File: src/buck_mode_pkg.sv
// Package with frame layout, register offsets, field positions and reset values for the buck mode control bank.
package buck_mode_pkg;
  // Register addresses inside the device register space.
  localparam logic [5:0] ADDR_UNLOCK_CTRL = 6'h01;
  localparam logic [5:0] ADDR_CURRENT_MODE = 6'h02;
  localparam logic [5:0] ADDR_PHASE_WINDOW = 6'h03;
  // Control register one unlock bit position.
  localparam int UNLOCK_BIT = 1;
  // Field positions of the current and mode register.
  localparam int PEAK_A_LSB = 18;
  localparam int PEAK_B_LSB = 12;
  localparam int TOFF_A_LSB = 8;
  localparam int TOFF_B_LSB = 4;
  localparam int STANDBY_BIT = 3;
  localparam int ACTIVE_BIT = 2;
  localparam int RESV_BIT = 1;
  localparam int PARITY_BIT = 0;
  // Reset values; trimmed fields arrive on ports and are caught after reset.
  localparam logic [5:0] PEAK_B_RESET = 6'h20;
  localparam logic [3:0] TOFF_B_RESET = 4'hF;
  // Phase and window register fields reset as whole word, parity bit zero.
  localparam logic [23:0] PHASE_WINDOW_RESET = 24'h00CD82;
  // Payload of one valid SPI frame handed to the bank.
  typedef struct packed {
    logic valid;
    logic write;
    logic [5:0] addr;
    logic [23:0] data;
  } spi_frame_t;
  // Operating mode of the device, one-hot.
  typedef enum logic [2:0] {
    MODE_LIMP = 3'h1,
    MODE_ACTIVE = 3'h2,
    MODE_STANDBY = 3'h4
  } op_mode_t;
endpackage

File: src/frame_parity_check.sv
// Odd parity checker for one 24-bit control frame.
module frame_parity_check
  import buck_mode_pkg::*;
(
  input wire logic [23:0] data_i,
  output logic ok_o
);
  // Odd parity: the whole word, parity bit included, must have an odd count of ones.
  always_comb begin
    ok_o = ^data_i;
  end
endmodule

File: src/led_buck_mode_control_regs.sv
// Control registers two and three of the dual buck driver with unlock-guarded mode bits.
// Function
// Channel A peak current, bits 23-18, trimmed
// Channel B peak current, bits 17-12, resets 100000
// Channel A volt-offtime, bits 11-8, trimmed
// Channel B volt-offtime, bits 7-4, resets 1111
// Bit 3 standby request, standby when active 0
// Standby request set only while unlocked
// Standby request clears without unlock
// Master sends unlock then standby frame
// Bit 2 active enable, limp-home when both 0
// Wake-up always enters limp-home state
// Active mode when enable 1, standby 0
// Active enable set only while unlocked
// Active enable clears without unlock
// Master sends unlock then active frame
// Master writes reserved bit 1 as one
// Bit 0 carries odd frame parity
// Register three read/write at address 3
// Unlock clears after next valid frame
module led_buck_mode_control_regs
  import buck_mode_pkg::*;
(
  input wire logic clock_i,
  input wire logic srst_i,
  input wire spi_frame_t frame_i,
  input wire logic [5:0] trim_peak_a_i,
  input wire logic [3:0] trim_toff_a_i,
  input wire logic wake_up_i,
  output logic [23:0] read_data_o,
  output logic parity_error_o,
  output logic unlock_o,
  output logic [5:0] chan_a_peak_current_sel_o,
  output logic [5:0] chan_b_peak_current_sel_o,
  output logic [3:0] chan_a_volt_offtime_sel_o,
  output logic [3:0] chan_b_volt_offtime_sel_o,
  output logic standby_request_o,
  output logic active_enable_o,
  output logic [3:0] chan_a_phase_sel_o,
  output logic [3:0] chan_b_phase_sel_o,
  output logic pwm_sync_o,
  output logic [1:0] chan_a_input_window_o,
  output logic [1:0] chan_b_input_window_o,
  output op_mode_t mode_o
);
  // All state of the bank in one packed word.
  typedef struct packed {
    logic trim_pending;
    logic unlock;
    logic parity_error;
    logic [23:0] current_mode;
    logic [23:0] phase_window;
    logic [23:0] read_data;
    op_mode_t mode;
  } bank_state_t;

  // Registered state and the value it takes at the next edge.
  bank_state_t state_r;
  bank_state_t state_nxt;
  logic parity_ok; // High when the incoming frame has odd parity.
  logic frame_ok; // A frame that is valid and passes parity.
  logic std_next; // Standby bit as it will be after this cycle when no wake-up forces it low.
  logic act_next; // Active bit as it will be after this cycle when no wake-up forces it low.

  // Parity of the incoming frame is checked in the leaf module.
  frame_parity_check parity_u (
    .data_i(frame_i.data),
    .ok_o(parity_ok)
  );

  // A frame that fails parity only raises the error flag; it leaves the registers and a pending unlock untouched.
  assign frame_ok = frame_i.valid && parity_ok;

  // Derive the operating mode from the two mode bits.
  function automatic op_mode_t mode_of(input logic stby, input logic act);
    if (stby && !act) begin
      mode_of = MODE_STANDBY;
    end else if (!stby && act) begin
      mode_of = MODE_ACTIVE;
    end else if (!stby && !act) begin
      mode_of = MODE_LIMP;
    end else begin
      // Both bits set is not a documented mode; the safe choice is limp-home.
      mode_of = MODE_LIMP;
    end
  endfunction

  // Set only under unlock, clear always: the guarded-bit write policy.
  function automatic logic guarded_bit(input logic old_v, input logic wr_v, input logic unl);
    if (!wr_v) begin
      guarded_bit = 1'b0;
    end else if (unl) begin
      guarded_bit = 1'b1;
    end else begin
      guarded_bit = old_v;
    end
  endfunction

  // Next-state logic for the whole bank.
  always_comb begin
    state_nxt = state_r;
    std_next = state_r.current_mode[STANDBY_BIT];
    act_next = state_r.current_mode[ACTIVE_BIT];
    // Trimmed fields are caught on the first clock after reset release, never under reset itself.
    if (state_r.trim_pending) begin
      state_nxt.trim_pending = 1'b0;
      state_nxt.current_mode[PEAK_A_LSB +: 6] = trim_peak_a_i;
      state_nxt.current_mode[TOFF_A_LSB +: 4] = trim_toff_a_i;
    end
    if (frame_i.valid) begin
      // A bad frame is flagged and changes no register.
      state_nxt.parity_error = !parity_ok;
    end
    if (frame_ok) begin
      // Any valid frame with good parity consumes a pending unlock; unlock frame itself may set it again.
      state_nxt.unlock = 1'b0;
      if (frame_i.write) begin
        case (frame_i.addr)
          ADDR_UNLOCK_CTRL: begin
            // Only the unlock bit of register one matters here; its other fields live outside this bank.
            state_nxt.unlock = frame_i.data[UNLOCK_BIT];
          end
          ADDR_CURRENT_MODE: begin
            // Mode bits pass through the guarded policy; a locked set keeps the old value.
            std_next = guarded_bit(state_r.current_mode[STANDBY_BIT], frame_i.data[STANDBY_BIT], state_r.unlock);
            act_next = guarded_bit(state_r.current_mode[ACTIVE_BIT], frame_i.data[ACTIVE_BIT], state_r.unlock);
            state_nxt.current_mode[23:4] = frame_i.data[23:4];
            state_nxt.current_mode[STANDBY_BIT] = std_next;
            state_nxt.current_mode[ACTIVE_BIT] = act_next;
            // Reserved bit is stored as written; the master is expected to send one.
            state_nxt.current_mode[RESV_BIT] = frame_i.data[RESV_BIT];
            state_nxt.current_mode[PARITY_BIT] = 1'b0;
          end
          ADDR_PHASE_WINDOW: begin
            // Register three keeps every written bit but parity, sync bit 6 included until it clears itself, so a wrong reserved bit reads back as sent.
            state_nxt.phase_window = {frame_i.data[23:1], 1'b0};
          end
          default: begin
            // Other addresses belong to registers outside this bank.
          end
        endcase
      end else begin
        case (frame_i.addr)
          ADDR_CURRENT_MODE: begin
            // A read captures the word as it stood before this edge.
            state_nxt.read_data = state_r.current_mode;
          end
          ADDR_PHASE_WINDOW: begin
            state_nxt.read_data = state_r.phase_window;
          end
          default: begin
            // Unmapped reads return zero so stale data never leaks out.
            state_nxt.read_data = 24'h000000;
          end
        endcase
      end
    end
    // Sync request is a one-shot: it clears itself after one clock cycle unless the same frame rewrites it.
    if (state_r.phase_window[6] && !(frame_ok && frame_i.write && frame_i.addr == ADDR_PHASE_WINDOW)) begin
      state_nxt.phase_window[6] = 1'b0;
    end
    // Mode is derived from the bits that will be stored, so it never lags them by a cycle.
    state_nxt.mode = mode_of(std_next, act_next);
    // A wake-up event forces limp-home and drops both mode bits, overriding any frame.
    if (wake_up_i) begin
      state_nxt.current_mode[STANDBY_BIT] = 1'b0;
      state_nxt.current_mode[ACTIVE_BIT] = 1'b0;
      state_nxt.mode = MODE_LIMP;
    end
  end

  // State register with synchronous reset.
  always_ff @(posedge clock_i) begin
    if (srst_i) begin
      // Trimmed fields read zero under reset; the pending flag loads them one edge later.
      state_r.trim_pending <= 1'b1;
      state_r.unlock <= 1'b0;
      state_r.parity_error <= 1'b0;
      state_r.current_mode <= {6'h00, PEAK_B_RESET, 4'h0, TOFF_B_RESET, 4'h0};
      state_r.phase_window <= PHASE_WINDOW_RESET;
      state_r.read_data <= 24'h000000;
      state_r.mode <= MODE_LIMP;
    end else begin
      state_r <= state_nxt;
    end
  end

  // Outputs are straight taps of the registered state.
  assign read_data_o = state_r.read_data;
  assign parity_error_o = state_r.parity_error;
  assign unlock_o = state_r.unlock;
  assign chan_a_peak_current_sel_o = state_r.current_mode[PEAK_A_LSB +: 6];
  assign chan_b_peak_current_sel_o = state_r.current_mode[PEAK_B_LSB +: 6];
  assign chan_a_volt_offtime_sel_o = state_r.current_mode[TOFF_A_LSB +: 4];
  assign chan_b_volt_offtime_sel_o = state_r.current_mode[TOFF_B_LSB +: 4];
  assign standby_request_o = state_r.current_mode[STANDBY_BIT];
  assign active_enable_o = state_r.current_mode[ACTIVE_BIT];
  assign chan_a_phase_sel_o = state_r.phase_window[23:20];
  assign chan_b_phase_sel_o = state_r.phase_window[19:16];
  // The sync request is visible for one cycle unless a register three write in that cycle sets it again; whoever uses it must not poll for it.
  assign pwm_sync_o = state_r.phase_window[6];
  assign chan_a_input_window_o = state_r.phase_window[5:4];
  assign chan_b_input_window_o = state_r.phase_window[3:2];
  assign mode_o = state_r.mode;

  // A locked write to standby never sets the bit; the check accepts it holding or clearing.
  a_standby_lock_hold: assert property (@(posedge clock_i) disable iff (srst_i)
    (frame_ok && frame_i.write && frame_i.addr == ADDR_CURRENT_MODE && !state_r.unlock && !wake_up_i)
    |=> (standby_request_o == $past(standby_request_o)) || !standby_request_o)
    else $error("standby set without unlock");

  // A locked write of one to active enable leaves a clear bit clear.
  a_active_lock_hold: assert property (@(posedge clock_i) disable iff (srst_i)
    (frame_ok && frame_i.write && frame_i.addr == ADDR_CURRENT_MODE && !state_r.unlock && !active_enable_o)
    |=> !active_enable_o)
    else $error("active enable set without unlock");

  // Writing zero clears standby regardless of unlock.
  a_standby_clear_free: assert property (@(posedge clock_i) disable iff (srst_i)
    (frame_ok && frame_i.write && frame_i.addr == ADDR_CURRENT_MODE && !frame_i.data[STANDBY_BIT])
    |=> !standby_request_o)
    else $error("standby not cleared");

  // Writing zero clears active enable regardless of unlock.
  a_active_clear_free: assert property (@(posedge clock_i) disable iff (srst_i)
    (frame_ok && frame_i.write && frame_i.addr == ADDR_CURRENT_MODE && !frame_i.data[ACTIVE_BIT])
    |=> !active_enable_o)
    else $error("active enable not cleared");

  // Unlock survives only until the next valid frame with good parity that does not relock.
  a_unlock_one_shot: assert property (@(posedge clock_i) disable iff (srst_i)
    (state_r.unlock && frame_ok && !(frame_i.write && frame_i.addr == ADDR_UNLOCK_CTRL))
    |=> !unlock_o)
    else $error("unlock not consumed");

  // Unlocked write sequence reaches active mode in the next cycle.
  a_active_entry: assert property (@(posedge clock_i) disable iff (srst_i)
    (state_r.unlock && frame_ok && frame_i.write && frame_i.addr == ADDR_CURRENT_MODE
     && frame_i.data[ACTIVE_BIT] && !frame_i.data[STANDBY_BIT] && !wake_up_i)
    |=> (mode_o == MODE_ACTIVE) && active_enable_o)
    else $error("active mode not entered");

  // Mode follows the two bits once stable.
  a_mode_standby: assert property (@(posedge clock_i) disable iff (srst_i)
    (standby_request_o && !active_enable_o) |-> (mode_o == MODE_STANDBY))
    else $error("standby mode mismatch");

  // Both bits low means limp-home.
  a_mode_limp: assert property (@(posedge clock_i) disable iff (srst_i)
    (!standby_request_o && !active_enable_o) |-> (mode_o == MODE_LIMP))
    else $error("limp mode mismatch");

  // Wake-up lands in limp-home on the next cycle.
  a_wake_limp: assert property (@(posedge clock_i) disable iff (srst_i)
    wake_up_i |=> (mode_o == MODE_LIMP) && !active_enable_o && !standby_request_o)
    else $error("wake-up did not enter limp-home");

  // A frame with bad parity changes no field and raises the error flag.
  a_parity_reject: assert property (@(posedge clock_i) disable iff (srst_i)
    (frame_i.valid && !parity_ok && !wake_up_i && !state_r.trim_pending && !pwm_sync_o)
    |=> parity_error_o && $stable(state_r.current_mode) && $stable(state_r.phase_window))
    else $error("bad parity frame accepted");

  // Register three stores written data on a good frame.
  a_reg3_write: assert property (@(posedge clock_i) disable iff (srst_i)
    (frame_ok && frame_i.write && frame_i.addr == ADDR_PHASE_WINDOW)
    |=> chan_a_phase_sel_o == $past(frame_i.data[23:20]) && chan_b_input_window_o == $past(frame_i.data[3:2]))
    else $error("register three write lost");

  // A pending sync request lasts one cycle unless the same frame rewrites it.
  a_sync_one_shot: assert property (@(posedge clock_i) disable iff (srst_i)
    (pwm_sync_o && !(frame_ok && frame_i.write && frame_i.addr == ADDR_PHASE_WINDOW))
    |=> !pwm_sync_o)
    else $error("sync request not cleared");

  // Unlocked standby write with enable low lands in standby.
  a_standby_entry: assert property (@(posedge clock_i) disable iff (srst_i)
    (state_r.unlock && frame_ok && frame_i.write && frame_i.addr == ADDR_CURRENT_MODE
     && frame_i.data[STANDBY_BIT] && !frame_i.data[ACTIVE_BIT] && !wake_up_i)
    |=> (mode_o == MODE_STANDBY) && standby_request_o)
    else $error("standby mode not entered");

  // Channel B fields take the written word on any good register two write.
  a_chan_b_fields: assert property (@(posedge clock_i) disable iff (srst_i)
    (frame_ok && frame_i.write && frame_i.addr == ADDR_CURRENT_MODE)
    |=> chan_b_peak_current_sel_o == $past(frame_i.data[17:12])
        && chan_b_volt_offtime_sel_o == $past(frame_i.data[7:4]))
    else $error("channel B fields not written");

  // Channel A fields take the written word; a frame wins over a pending trim load.
  a_chan_a_fields: assert property (@(posedge clock_i) disable iff (srst_i)
    (frame_ok && frame_i.write && frame_i.addr == ADDR_CURRENT_MODE)
    |=> chan_a_peak_current_sel_o == $past(frame_i.data[23:18])
        && chan_a_volt_offtime_sel_o == $past(frame_i.data[11:8]))
    else $error("channel A fields not written");

  // An unlock frame with the unlock bit set arms the next frame.
  a_unlock_arm: assert property (@(posedge clock_i) disable iff (srst_i)
    (frame_ok && frame_i.write && frame_i.addr == ADDR_UNLOCK_CTRL && frame_i.data[UNLOCK_BIT])
    |=> unlock_o)
    else $error("unlock not armed");

  // A read of register two returns the mode bits as they stood.
  a_read_mode_bits: assert property (@(posedge clock_i) disable iff (srst_i)
    (frame_ok && !frame_i.write && frame_i.addr == ADDR_CURRENT_MODE)
    |=> read_data_o[STANDBY_BIT] == $past(standby_request_o) && read_data_o[ACTIVE_BIT] == $past(active_enable_o))
    else $error("mode bits read back wrong");
endmodule

File: config.mk
export PLATFORM = sky130hd
export DESIGN_NAME = led_buck_mode_control_regs
export DESIGN_NICKNAME = d
export VERILOG_FILES = /design/src/buck_mode_pkg.sv /design/src/frame_parity_check.sv /design/src/led_buck_mode_control_regs.sv
export SDC_FILE = /design/constraint.sdc
export NUM_CORES = 1
export LEC_CHECK = 0
export BUFFER_PORTS_ARGS = -buffer_cell sky130_fd_sc_hd__buf_2
export CAP_MARGIN = 20
export CORE_UTILIZATION = 35
export CTS_CLUSTER_SIZE = 25
export DETAILED_ROUTE_END_ITERATION = 8
export PLACE_DENSITY_LB_ADDON = 0.08
export SYNTH_ARGS = -nofsm -noshare
export SYNTH_HDL_FRONTEND = slang
export SYNTH_SLANG_ARGS = --single-unit
File: constraint.sdc
create_clock -name clock_i -period 3.1 [get_ports clock_i]
set_input_delay 0 -clock clock_i [delete_from_list [all_inputs] [get_ports clock_i]]
set_output_delay 0 -clock clock_i [all_outputs]
set_load 0.01 [all_outputs]
== After elaboration in Yosys (flattened, before gate mapping) ==
Index checks and enable logic that the tools add are counted.

* Flip-flop bits (word level): 76
* Bits of input ports: 45
* Word-level logic and storage cells: 60

* Eq/ne operators: 3
* Muxes and demuxes: 28
* Bitwise gates (word level): 1
* Reductions and logical operators: 17

{| class="wikitable"
|+ Operators with widths
! kind !! number
|-
| $mux W78 || 1
|-
| $mux W24 || 3
|-
| $mux W72 || 1
|-
| $mux W48 || 1
|-
| $pmux W24 S2 || 1
|-
| $reduce_xor A24 Y1 || 1
|-
| $mux W1 || 15
|-
| $eq A6 B2 Y1 const B || 2
|-
| $eq A6 B1 Y1 const B || 1
|-
| $logic_and A1 B1 Y1 || 6
|-
| $mux W3 || 2
|-
| $mux W6 || 1
|-
| $reduce_and A3 Y1 || 2
|-
| $logic_not A1 Y1 || 4
|-
| $mux W2 || 2
|-
| $mux W4 || 1
|-
| $reduce_or A2 Y1 || 2
|-
| $reduce_or A3 Y1 || 1
|-
| $reduce_and A2 Y1 || 1
|-
| $not A1 Y1 || 1
|}

== Longest topological paths before layout ==
Gate-level depths: netlist of the first run.

* Depth after elaboration: 11
* Mapped depth: 9
* Gate-level depth less buffers: 8

== Modules after synthesis ==
Synthesis of the first run repeated with hierarchy kept, for this count alone.

* Cells, all modules: 449
* Area, all modules: 3930.0 um2

{| class="wikitable"
|+ By module, submodules not included
! module !! instances !! cells an instance !! area an instance (um2) !! sequential area each (um2)
|-
| led_buck_mode_control_regs || 1 || 427 || 3723.6 || 1501.4
|-
| frame_parity_check || 1 || 22 || 206.4 || 0.0
|}

== Worst setup path before layout of the first run ==
Ideal clock, no wire load.

* Path type: input to register
* Start point: in frame_i[20] (netlist bit)
* End point: reg state_r (netlist bit mode_o[0])
* Data arrival time: 2145 ps
* Path slack: 828 ps
* Stages on the path: 8
* Buffers on the path: 0
* Cells stage by stage: xor2_1 > xnor2_1 > xnor2_1 > xnor3_2 > nor3_1 > a21oi_1 > ha_1 > or3_1

* Word-level cells in the longest chain between the ends: 7
* Elaborated cells on any way between the ends: 10
* Classes of those cells: 4 x mux; 6 x reduce/logical

{| class="wikitable"
|+ RTL lines
! item !! line !! text
|-
| from (decl) || led_buck_mode_control_regs.sv:26 || <nowiki>input wire spi_frame_t frame_i,</nowiki>
|-
| $reduce_xor A24 Y1 * || frame_parity_check.sv:10 || <nowiki>ok_o = ^data_i;</nowiki>
|-
| $logic_and A1 B1 Y1 * || led_buck_mode_control_regs.sv:72 || <nowiki>assign frame_ok = frame_i.valid && parity_ok;</nowiki>
|-
| $mux W1 || led_buck_mode_control_regs.sv:114 || <nowiki>if (frame_ok) begin</nowiki>
|-
| $logic_not A1 Y1 || - ||
|-
| $logic_and A1 B1 Y1 || led_buck_mode_control_regs.sv:78 || <nowiki>end else if (!stby && act) begin</nowiki>
|-
| $mux W2 || led_buck_mode_control_regs.sv:78 ||
|-
| $mux W3 * || led_buck_mode_control_regs.sv:76 || <nowiki>if (stby && !act) begin</nowiki>
|-
| to (signal assigned) || led_buck_mode_control_regs.sv:184 || <nowiki>state_r <= state_nxt;</nowiki>
|-
| to (decl) || led_buck_mode_control_regs.sv:58 || <nowiki>bank_state_t state_r;</nowiki>
|}

Mark *: on every way between the ends. The rest lies on a longest branch, timed or not.
A chain may end at the register's enable or synchronous reset.

== Worst setup path after layout of the first run ==
* Start point: in frame_i[5] (netlist bit)
* End point: reg state_r (netlist bit read_data_o[16])

* Word-level cells in the longest chain between the ends: 3

{| class="wikitable"
|+ RTL lines
! item !! line
|-
| $reduce_xor A24 Y1 || frame_parity_check.sv:10
|-
| $logic_and A1 B1 Y1 || led_buck_mode_control_regs.sv:72
|-
| $reduce_and A2 Y1 (no source line) || -
|}

No other way between the ends.

==> results of run 1 <==
-- metrics by stage --
step	cells	power, mW
after floorplan	460	1.66
after global placement	621	1.88
after detailed placement	621	1.90
after CTS	662	3.01
after global routing	662	3.11
final	662	2.98
-- power groups by stage --
stage | clock (mW) | sequential, mW | combinational, mW
finish | 1.08 | 0.997 | 0.905
global route | 1.14 | 0.999 | 0.973
CTS | 1.10 | 0.998 | 0.908
detailed placement | 0 | 1.02 | 0.883
global placement | 0 | 1.02 | 0.865
floorplan | 0 | 1.01 | 0.643
-- worst reg2reg max path: stages, from the launching register on --
cell and delay [ns]:
dfxtp_1 0.41, a41oi_1 0.20, a21o_1 0.20, ha_1 0.27
or3_1 0.30
-- final cells by class --
cell class | count | share of cell area (%)
multi-input cells | 279 | 40.3
flip-flops and latches | 75 | 31.1
repair buffers | 145 | 18.3
clock buffers | 13 | 5.38
well taps | 143 | 3.70
clock inverters | 3 | 0.958
inverters | 4 | 0.311
-- routing by layer --
| metal | share of wire [%] | wire, um | track usage [%] | vias to the layer above |
|---|---|---|---|---|
| li1 | - | - | - | 1707 |
| met1 | 47 | 5710 | 27.1 | 1673 |
| met2 | 47 | 5730 | 34.3 | 85 |
| met3 | 4.2 | 502 | 3.94 | 11 |
| met4 | 1.1 | 138 | 4.86 | 0 |
| met5 | 0 | 0 | 0 | - |
-- cell usage after synthesis (2+ instances only) --
library cell and instances:
nor2_1 11, nand4_1 3, mux2i_1 19, nand2_1 30
o21ai_0 22, or3_1 3, xor2_1 3, buf_2 2
a31o_2 3, mux2_2 23, and3_1 3, o31ai_1 3
buf_4 59, a21o_1 2, a31o_1 20, a2111oi_0 2
nand3_1 32, xnor2_1 18, buf_6 2, dfxtp_1 75
clkbuf_1 35, nor4_1 34, inv_1 4, a211oi_1 10
a21oi_1 20, a41oi_1 2, buf_1 4, ha_1 2
-- final timing paths --
path	from	endpoint	slack, ns	depth (start not counted)
hold / removal	frame_i[26]	unlock_o	0.01	4
hold reg to reg	read_data_o[20]	read_data_o[20]	0.48	1
setup / recovery	frame_i[5]	read_data_o[16]	0.22	8
setup reg to reg	unlock_o	mode_o[0]	1.61	4
-- cell usage in the layout, fill, tap and decap left out, types with 9 or more instances in the layout --
| cell | n |
|---|---|
| clkbuf_16 | 9 |
| dlygate4sd3_1 | 25 |
| nand2_1 | 30 |
| xnor2_1 | 18 |
| a31o_1 | 20 |
| buf_2 | 107 |
| o21ai_0 | 22 |
| mux2i_1 | 19 |
| nor4_1 | 34 |
| a21oi_1 | 20 |
| dfxtp_1 | 75 |
| nor2_1 | 11 |
| a211oi_1 | 10 |
| nand3_1 | 32 |
| buf_4 | 13 |
| mux2_2 | 23 |
-- kinds of logic (layout without fill, tap and decap cells) --
| logic type | Yosys count | after routing | share of synthesized area [%] |
|---|---|---|---|
| and+or+nand+nor | 123 | 123 | 15.5 |
| AOI/OAI and AO/OA | 86 | 86 | 14.1 |
| buffers and inverters | 106 | 165 | 15.6 |
| DFF | 75 | 75 | 36.7 |
| adders and majority gates | 2 | 2 | 0.612 |
| muxes | 43 | 43 | 11.3 |
| xor gates and xnor gates | 24 | 24 | 6.06 |
| other | 1 | 1 | 0.0917 |
-- registers in the layout, summed over array words and instances, names as in the netlist --
name	count
read_data_o	23
mode_o	3
standby_request_o	1
chan_a_input_window_o	2
active_enable_o	1
unlock_o	1
chan_b_phase_sel_o	4
chan_a_phase_sel_o	4
parity_error_o	1
chan_a_peak_current_sel_o	6
chan_b_peak_current_sel_o	6
pwm_sync_o	1
chan_a_volt_offtime_sel_o	4
state_r	12
chan_b_volt_offtime_sel_o	4
chan_b_input_window_o	2
==> out/results.tsv, run 1 <==
metric	value	unit
run status	finished, final reports clean	
Final min period	2.88	ns
global-route wire length before repair	18.7	mm
gpl congestion	0.754	
most used flip-flop cell after synthesis	dfxtp_1	
Core ar.	11400	um^2
setup slack at placement	0.415	ns
Crit Path Category	in -> reg	
worst slew pin tran	0.935	ns
share of cells above drive strength 1	31.4	%
Max-cap violations	0	
area share of the largest cell type after synthesis	36.7	%
#FFs+latches synth	75	
Hold Path Class	in -> reg	
Multi-input gate area	1950	um^2
total gr overflow	0	
final instance area	4830	um^2
top cells by area, synth	dfxtp_1, buf_4, mux2_2, nor4_1, mux2i_1	
Mapped Area	4090	um^2
Synth area leader	dfxtp_1	
vias	3476	
fmax	347	MHz
fin. max-slew vios	0	
Final Net Count	561	
total die area	12100	um^2
number of DRC markers in iteration 0	133	
CTS tree	yes	
Gate power share	30.4	%
Post-DP HPWL	8.05	mm
Netlist cell types	42	
placed inst area	4280	um^2
Psw	1.09	mW
vias in the first global route	3400	
Crit path max-delay family	XOR/XNOR gates	
initial antenna violation count	0	
Avg Inst Size Synth	8.89	um^2
filler instances	1182	
io pins	109	
share of power burned in registers	33.5	%
part of the Yosys area used for sequential elements	36.7	%
PortBufs	107	
register area	1500	um^2
Worst Setup End Kind	flip-flop	
Syn Nets	507	
LEAKAGE	1.96	nW
Area Overhead vs Synth	18.3	%
Sink Count	75	
# DRC	0	
antenna viol nets, final	0	
WHS	0.0139	ns
slowest CP cell	or3_1	
Die X	110	um
CTS root buf	clkbuf_16	
crit-path max cell delay	0.74	ns
P_int	1.89	mW
row count	39	
Tot GR Track Use	20.5	%
fin worst setup slack	0.217	ns
Die Y	110	um
largest net degree at the start of global routing	49	
final core occ	42.3	%
clock share of power	36.1	%
Num CTS Buffers	9	
CP arrival	3.11	ns
pwr dens	616	nW/um^2
ys async rst share	0	%
crit-path max FO	23	
worst path buffer plus inverter count	2	
DR WL/cell	18.3	um
Routed WL	12.1	mm
number of synthesized flops with an enable pin	0	
period utilization	93.0	%
Worst Clk Skew	0.00536	ns
setup total negative slack	0	ns
unrepaired setup endpoints after global routing	no	
CTS Hold Bufs	25	
Post-Syn Instances	460	
WP data required	3.32	ns
VDD IR max	485	uV
drt pass-1 iters	4	
worst skew pair latency	0.33	ns
post_cts resized	0	
slew margin rel.	37.6	%
CP Cell Sequence	dlygate4sd3_1 -> buf_2 -> xor2_1 -> xnor2_1 -> xnor2_2 -> xnor3_2 -> or3_1 -> a31o_2	
Avg Vias per Cell	5.25	
Initial Util	35.8	%
Ys Warns	0	
CP startpoint kind	input port	
Net Sw Frac	36.6	%
Final setup viols	0	
total setup buffers inserted after CTS	0	
H-tree Lvls	3	
register clock-pin slew on the reported worst setup and hold paths	0.06	ns
final hold viol count	0	
clk buf depth	2	
# diodes	0	
No activity file was read; power rests on OpenSTA's default activity.
==> run 2, diff against run 1 <==
--- a/config.mk
+++ b/config.mk
@@ -11,6 +11,7 @@
 export CTS_CLUSTER_SIZE = 25
 export DETAILED_ROUTE_END_ITERATION = 8
 export PLACE_DENSITY_LB_ADDON = 0.08
+export REMOVE_ABC_BUFFERS = 1
 export SYNTH_ARGS = -nofsm -noshare
 export SYNTH_HDL_FRONTEND = slang
 export SYNTH_SLANG_ARGS = --single-unit
==> constraint.sdc (replaced) <==
create_clock -name clock_i -period 3 [get_ports clock_i]
set_input_delay 0.15 -clock clock_i [delete_from_list [all_inputs] [get_ports clock_i]]
set_output_delay 0.15 -clock clock_i [all_outputs]
set_load 0.01 [all_outputs]
==> run 2 against run 1 <==
The flow now finishes with violations (design-rule violations). Sequential share of layout area increased by 1.2 points. Sequential power about the same. Clock skew hardly changed. Final area is 3.8% lower. Flip-flop and latch count did not move. First-iteration DRC count increased by 18%. Worst setup slack gained 0.48 ns. Power up 6.8%. Clock power rose by 9%. Die area did not move. Worst hold slack improved by 0.039 ns. Via count shrank 2.0%.
==> out/results.tsv, run 2 (synthesized netlist as in run 1, its figures left out) <==
metric	value	unit
Final min period	2.31	ns
WP data required	3.20	ns
Max-cap violations	0	
FF-to-FF path depth	4	
Worst Setup End Kind	flip-flop	
# diodes	0	
Most Crowded Layer GR	met2	
FF-to-FF End	mode_o[0]	
drt pass-1 iters	6	
total gr overflow	0	
CP startpoint kind	input port	
Die X	110	um
Largest register FFs	23	
Post-DP HPWL	7.85	mm
crit-path max FO	6	
commonest non-fill, non-tap cell in the layout	buf_2	
placed inst area	4320	um^2
Core ar.	11400	um^2
Worst Clk Skew	0.00536	ns
Sink Count	75	
Avg Vias per Cell	5.30	
clk buf depth	2	
grt met3 use	4.88	%
CTS Hold Bufs	0	
setup total negative slack	0	ns
Final Net Count	542	
LEAKAGE	1.90	nW
pwr dens	684	nW/um^2
CTS tree	yes	
Hold Path Class	in -> reg	
CTS root buf	clkbuf_16	
Critical R2R Launch	unlock_o	
failing checks	design-rule violations	
io pins	109	
met2 usage	36.4	%
H-tree Lvls	3	
Num CTS Buffers	9	
share of cells above drive strength 1	34.2	%
Worst Setup SP	frame_i[20]	
number of DRC markers in iteration 0	157	
met1 Use GR	25.7	%
row count	39	
final hold viol count	0	
register clock-pin slew on the reported worst setup and hold paths	0.05	ns
vias in the first global route	3425	
antenna viol nets, final	0	
Tot GR Track Use	20.8	%
fmax	434	MHz
Die Y	110	um
period utilization	76.9	%
worst skew pair latency	0.33	ns
# DRC	2	
final instance area	4650	um^2
DR WL/cell	18.7	um
vias	3408	
Multi-input gate area	1950	um^2
gpl congestion	0.738	
total die area	12100	um^2
worst slew pin tran	0.693	ns
filler instances	1195	
unrepaired setup endpoints after global routing	no	
slew margin rel.	53.7	%
post_cts resized	0	
setup slack at placement	0.361	ns
CP arrival	2.51	ns
Crit Path Category	in -> reg	
PortBufs	107	
largest net degree at the start of global routing	46	
commonest non-fill, non-tap cells in the layout	buf_2, dfxtp_1, nor4_1	
total setup buffers inserted after CTS	0	
global-route wire length before repair	18.8	mm
fin worst setup slack	0.694	ns
register area	1500	um^2
fin. max-slew vios	0	
end point of the critical path	mode_o[0]	
setup slack, reg-to-reg	1.54	ns
Final setup viols	0	
initial antenna violation count	0	
Initial Util	35.8	%
VDD IR max	301	uV
run status	complete, but fails checks	
Area Overhead vs Synth	13.7	%
Routed WL	12.0	mm
run 2: cell types whose count changed in the layout (fill, tap and decap cells not counted):
cell / previous run / this run
clkbuf_8: 2 / 1
dlygate4sd3_1: 25 / 0
clkinv_2: 0 / 2
inv_6: 0 / 1
clkinvlp_4: 1 / 0
clkbuf_1: 2 / 0
bufinv_16: 1 / 2
buf_4: 13 / 19
run 2: worst min path at each step:
stage	startpoint	to	slack, ns	cells after the start
final	wake_up_i	mode_o[1]	0.05	2
after CTS	wake_up_i	mode_o[1]	0.04	2
after detailed placement	wake_up_i	mode_o[1]	0.39	2
after global placement	wake_up_i	mode_o[2]	0.39	2
after floorplan	srst_i	state_r[77]	0.18	0
after global routing	wake_up_i	mode_o[2]	0.06	2
run 2: stage by stage:
step                utilization [%]  power, mW  instances  hold slack (ns)
floorplan                         -       1.57        358            0.178
global placement               37.9       2.01        627            0.386
detailed placement             37.9       2.01        627            0.385
CTS                            40.7       3.21        643           0.0419
global route                   40.7       3.34        643           0.0614
finish                         40.7       3.18        643           0.0529
run 2: routing by layer:
layer	part of all wire (%)	up-vias	routed length (um)
li1	-	1664	-
met1	45	1643	5460
met2	48	95	5760
met3	5.5	6	660
met4	1.1	0	127
met5	0	-	0
run 2: worst max-delay path, cell delays in order:
cell and delay, ns:
buf_2 0.12, xor2_1 0.22, xnor2_1 0.14, xnor2_1 0.31
xor3_1 0.59, a41oi_1 0.34, a21o_1 0.12, ha_1 0.21
or3_1 0.31
run 2: area by class of cell:
class,instances,area share (%)
Inverter,4,0.323
Sequential cell,75,32.3
Clock buffer,10,5.14
Tap cell,143,3.85
Multi-Input combinational cell,279,41.9
Clock inverter,6,1.88
Timing Repair Buffer,126,14.6
run 2: where the power goes:
group          internal, mW  leakage [nW]  switching (mW)
sequential             1.01         0.607          0.0154
combinational         0.255          1.13           0.715
clock                 0.753         0.163           0.429
==> run 3, diff against run 2 <==
==> constraint.sdc (replaced) <==
create_clock -name clock_i -period 2 [get_ports clock_i]
set_input_delay 0.1 -clock clock_i [delete_from_list [all_inputs] [get_ports clock_i]]
set_output_delay 0.1 -clock clock_i [all_outputs]
set_load 0.01 [all_outputs]
==> run 3 against run 2 <==
The run ends with design-rule violations, negative setup slack left. Non-clock buffer count grew 30. Via count grew 4.5%. Global-route usage rose by 0.51 points. Power up 57%. Combinational power grew 76%. Worst setup slack worse by 0.77 ns. Final area rose by 11%. Routed wire length is 4.1% higher. Flip-flop and latch count stayed put. Largest power group unchanged.
==> out/results.tsv, run 3 (synthesized netlist as in run 1, its figures left out) <==
metric	value	unit
run status	complete, but fails checks	
failing checks	design-rule violations, negative setup slack	
CP arrival	2.29	ns
DR WL/cell	18.6	um
commonest non-fill, non-tap cells in the layout	buf_2, dfxtp_1, buf_4	
largest net degree at the start of global routing	46	
VDD IR max	681	uV
met2 usage	36.8	%
min-delay src	frame_i[13]	
Initial Util	35.8	%
Worst Setup SP	frame_i[11]	
Worst Setup End Kind	flip-flop	
Final setup viols	1	
initial antenna violation count	0	
row count	39	
antenna viol nets, final	0	
Critical R2R Launch	unlock_o	
total gr overflow	0	
vias in the first global route	3474	
CTS root buf	clkbuf_16	
global-route wire length before repair	19.1	mm
Final min period	2.08	ns
pwr dens	970	nW/um^2
total die area	12100	um^2
vias	3562	
register clock-pin slew on the reported worst setup and hold paths	0.06	ns
hold path depth	3	
Post-Layout Cell Count	673	
placed insts	654	
unrepaired setup endpoints after global routing	yes	
WHS	0.0575	ns
slew margin rel.	55.0	%
Die X	110	um
share of cells above drive strength 1	42.6	%
worst slew pin tran	0.675	ns
# DRC	2	
drt pass-1 iters	6	
crit-path max FO	4	
io pins	109	
fin worst setup slack	-0.0767	ns
period utilization	104	%
Final Total Pwr	5.00	mW
Post-DP HPWL	8.18	mm
clk buf depth	2	
Worst Clk Skew	0.00680	ns
Sink Count	75	
Area Overhead vs Synth	26.3	%
# diodes	0	
Routed WL	12.5	mm
PortBufs	107	
Largest register FFs	23	
Die Y	110	um
fmax	482	MHz
CP startpoint kind	input port	
grt met3 use	3.41	%
Max-cap violations	0	
met1 Use GR	26.8	%
H-tree Lvls	3	
CTS tree	yes	
Final Net Count	572	
LEAKAGE	2.14	nW
Hold Path Class	in -> reg	
worst skew pair latency	0.33	ns
Avg Vias per Cell	5.29	
FF-to-FF path depth	4	
Core ar.	11400	um^2
final hold viol count	0	
number of DRC markers in iteration 0	183	
gpl congestion	0.825	
fin. max-slew vios	0	
Num CTS Buffers	9	
Most Crowded Layer GR	met2	
WP data required	2.21	ns
Tot GR Track Use	21.3	%
commonest non-fill, non-tap cell in the layout	buf_2	
Crit Path Category	in -> reg	
## run 3: timing repair
action | 4_1_cts | 5_1_grt
hold endpoints to repair | 2 | 0
hold buffers | 1 | 0
pin swaps | 8 | 9
gates resized for setup | 14 | 33
setup endpoints to repair | 3 | 38
buffers inserted | 2 | 0
## run 3: where the power goes
group	total (mW)	internal, mW	switching [mW]	leakage, nW
registers	1.55	1.52	0.0232	0.607
logic	1.71	0.555	1.16	1.38
clock network	1.75	1.10	0.651	0.153
## run 3: final timing paths
| check | end | slack (ns) |
|---|---|---|
| max | mode_o[0] | -0.08 |
| max reg2reg | mode_o[0] | 0.47 |
| min | chan_b_peak_current_sel_o[1] | 0.06 |
| min reg2reg | read_data_o[4] | 0.47 |
## run 3: metrics by stage
step / instance area [um^2] / worst slack (ns) / TNS (ns) / util (%)
2_1_floorplan: 3470 / -0.715 / -15.22 / -
3_3_place_gp: 4540 / -0.474 / -11.92 / 39.7
3_5_place_dp: 4540 / -0.522 / -12.60 / 39.7
4_1_cts: 4970 / 0.00113 / 0 / 43.5
5_1_grt: 5160 / -0.150 / -0.691 / 45.2
6_report: 5160 / -0.0767 / -0.0767 / 45.2
## run 3: final cells by class
| cell class | instances | area (um^2) |
|---|---|---|
| Tap cell | 143 | 179 |
| Inverter | 4 | 15.0 |
| Clock buffer | 10 | 229 |
| Fill cell | 1168 | 6260 |
| Timing Repair Buffer | 156 | 957 |
| Sequential cell | 75 | 1500 |
| Clock inverter | 6 | 90.1 |
| Multi-Input combinational cell | 279 | 2190 |
## run 3: worst max-delay path, cell delays in order
cell and delay [ns]:
buf_4 0.13, xnor2_4 0.13, xnor2_2 0.24, xnor2_2 0.16, buf_4 0.14, xor3_2 0.48
a41oi_2 0.24, a21o_1 0.13, ha_1 0.22, or3_1 0.29
## run 3: per-layer routing
layer  wire (um)  share of wire, %
met5           0                 0
met1        5620                45
met2        6020                48
met3         630               5.0
met4         241               1.9
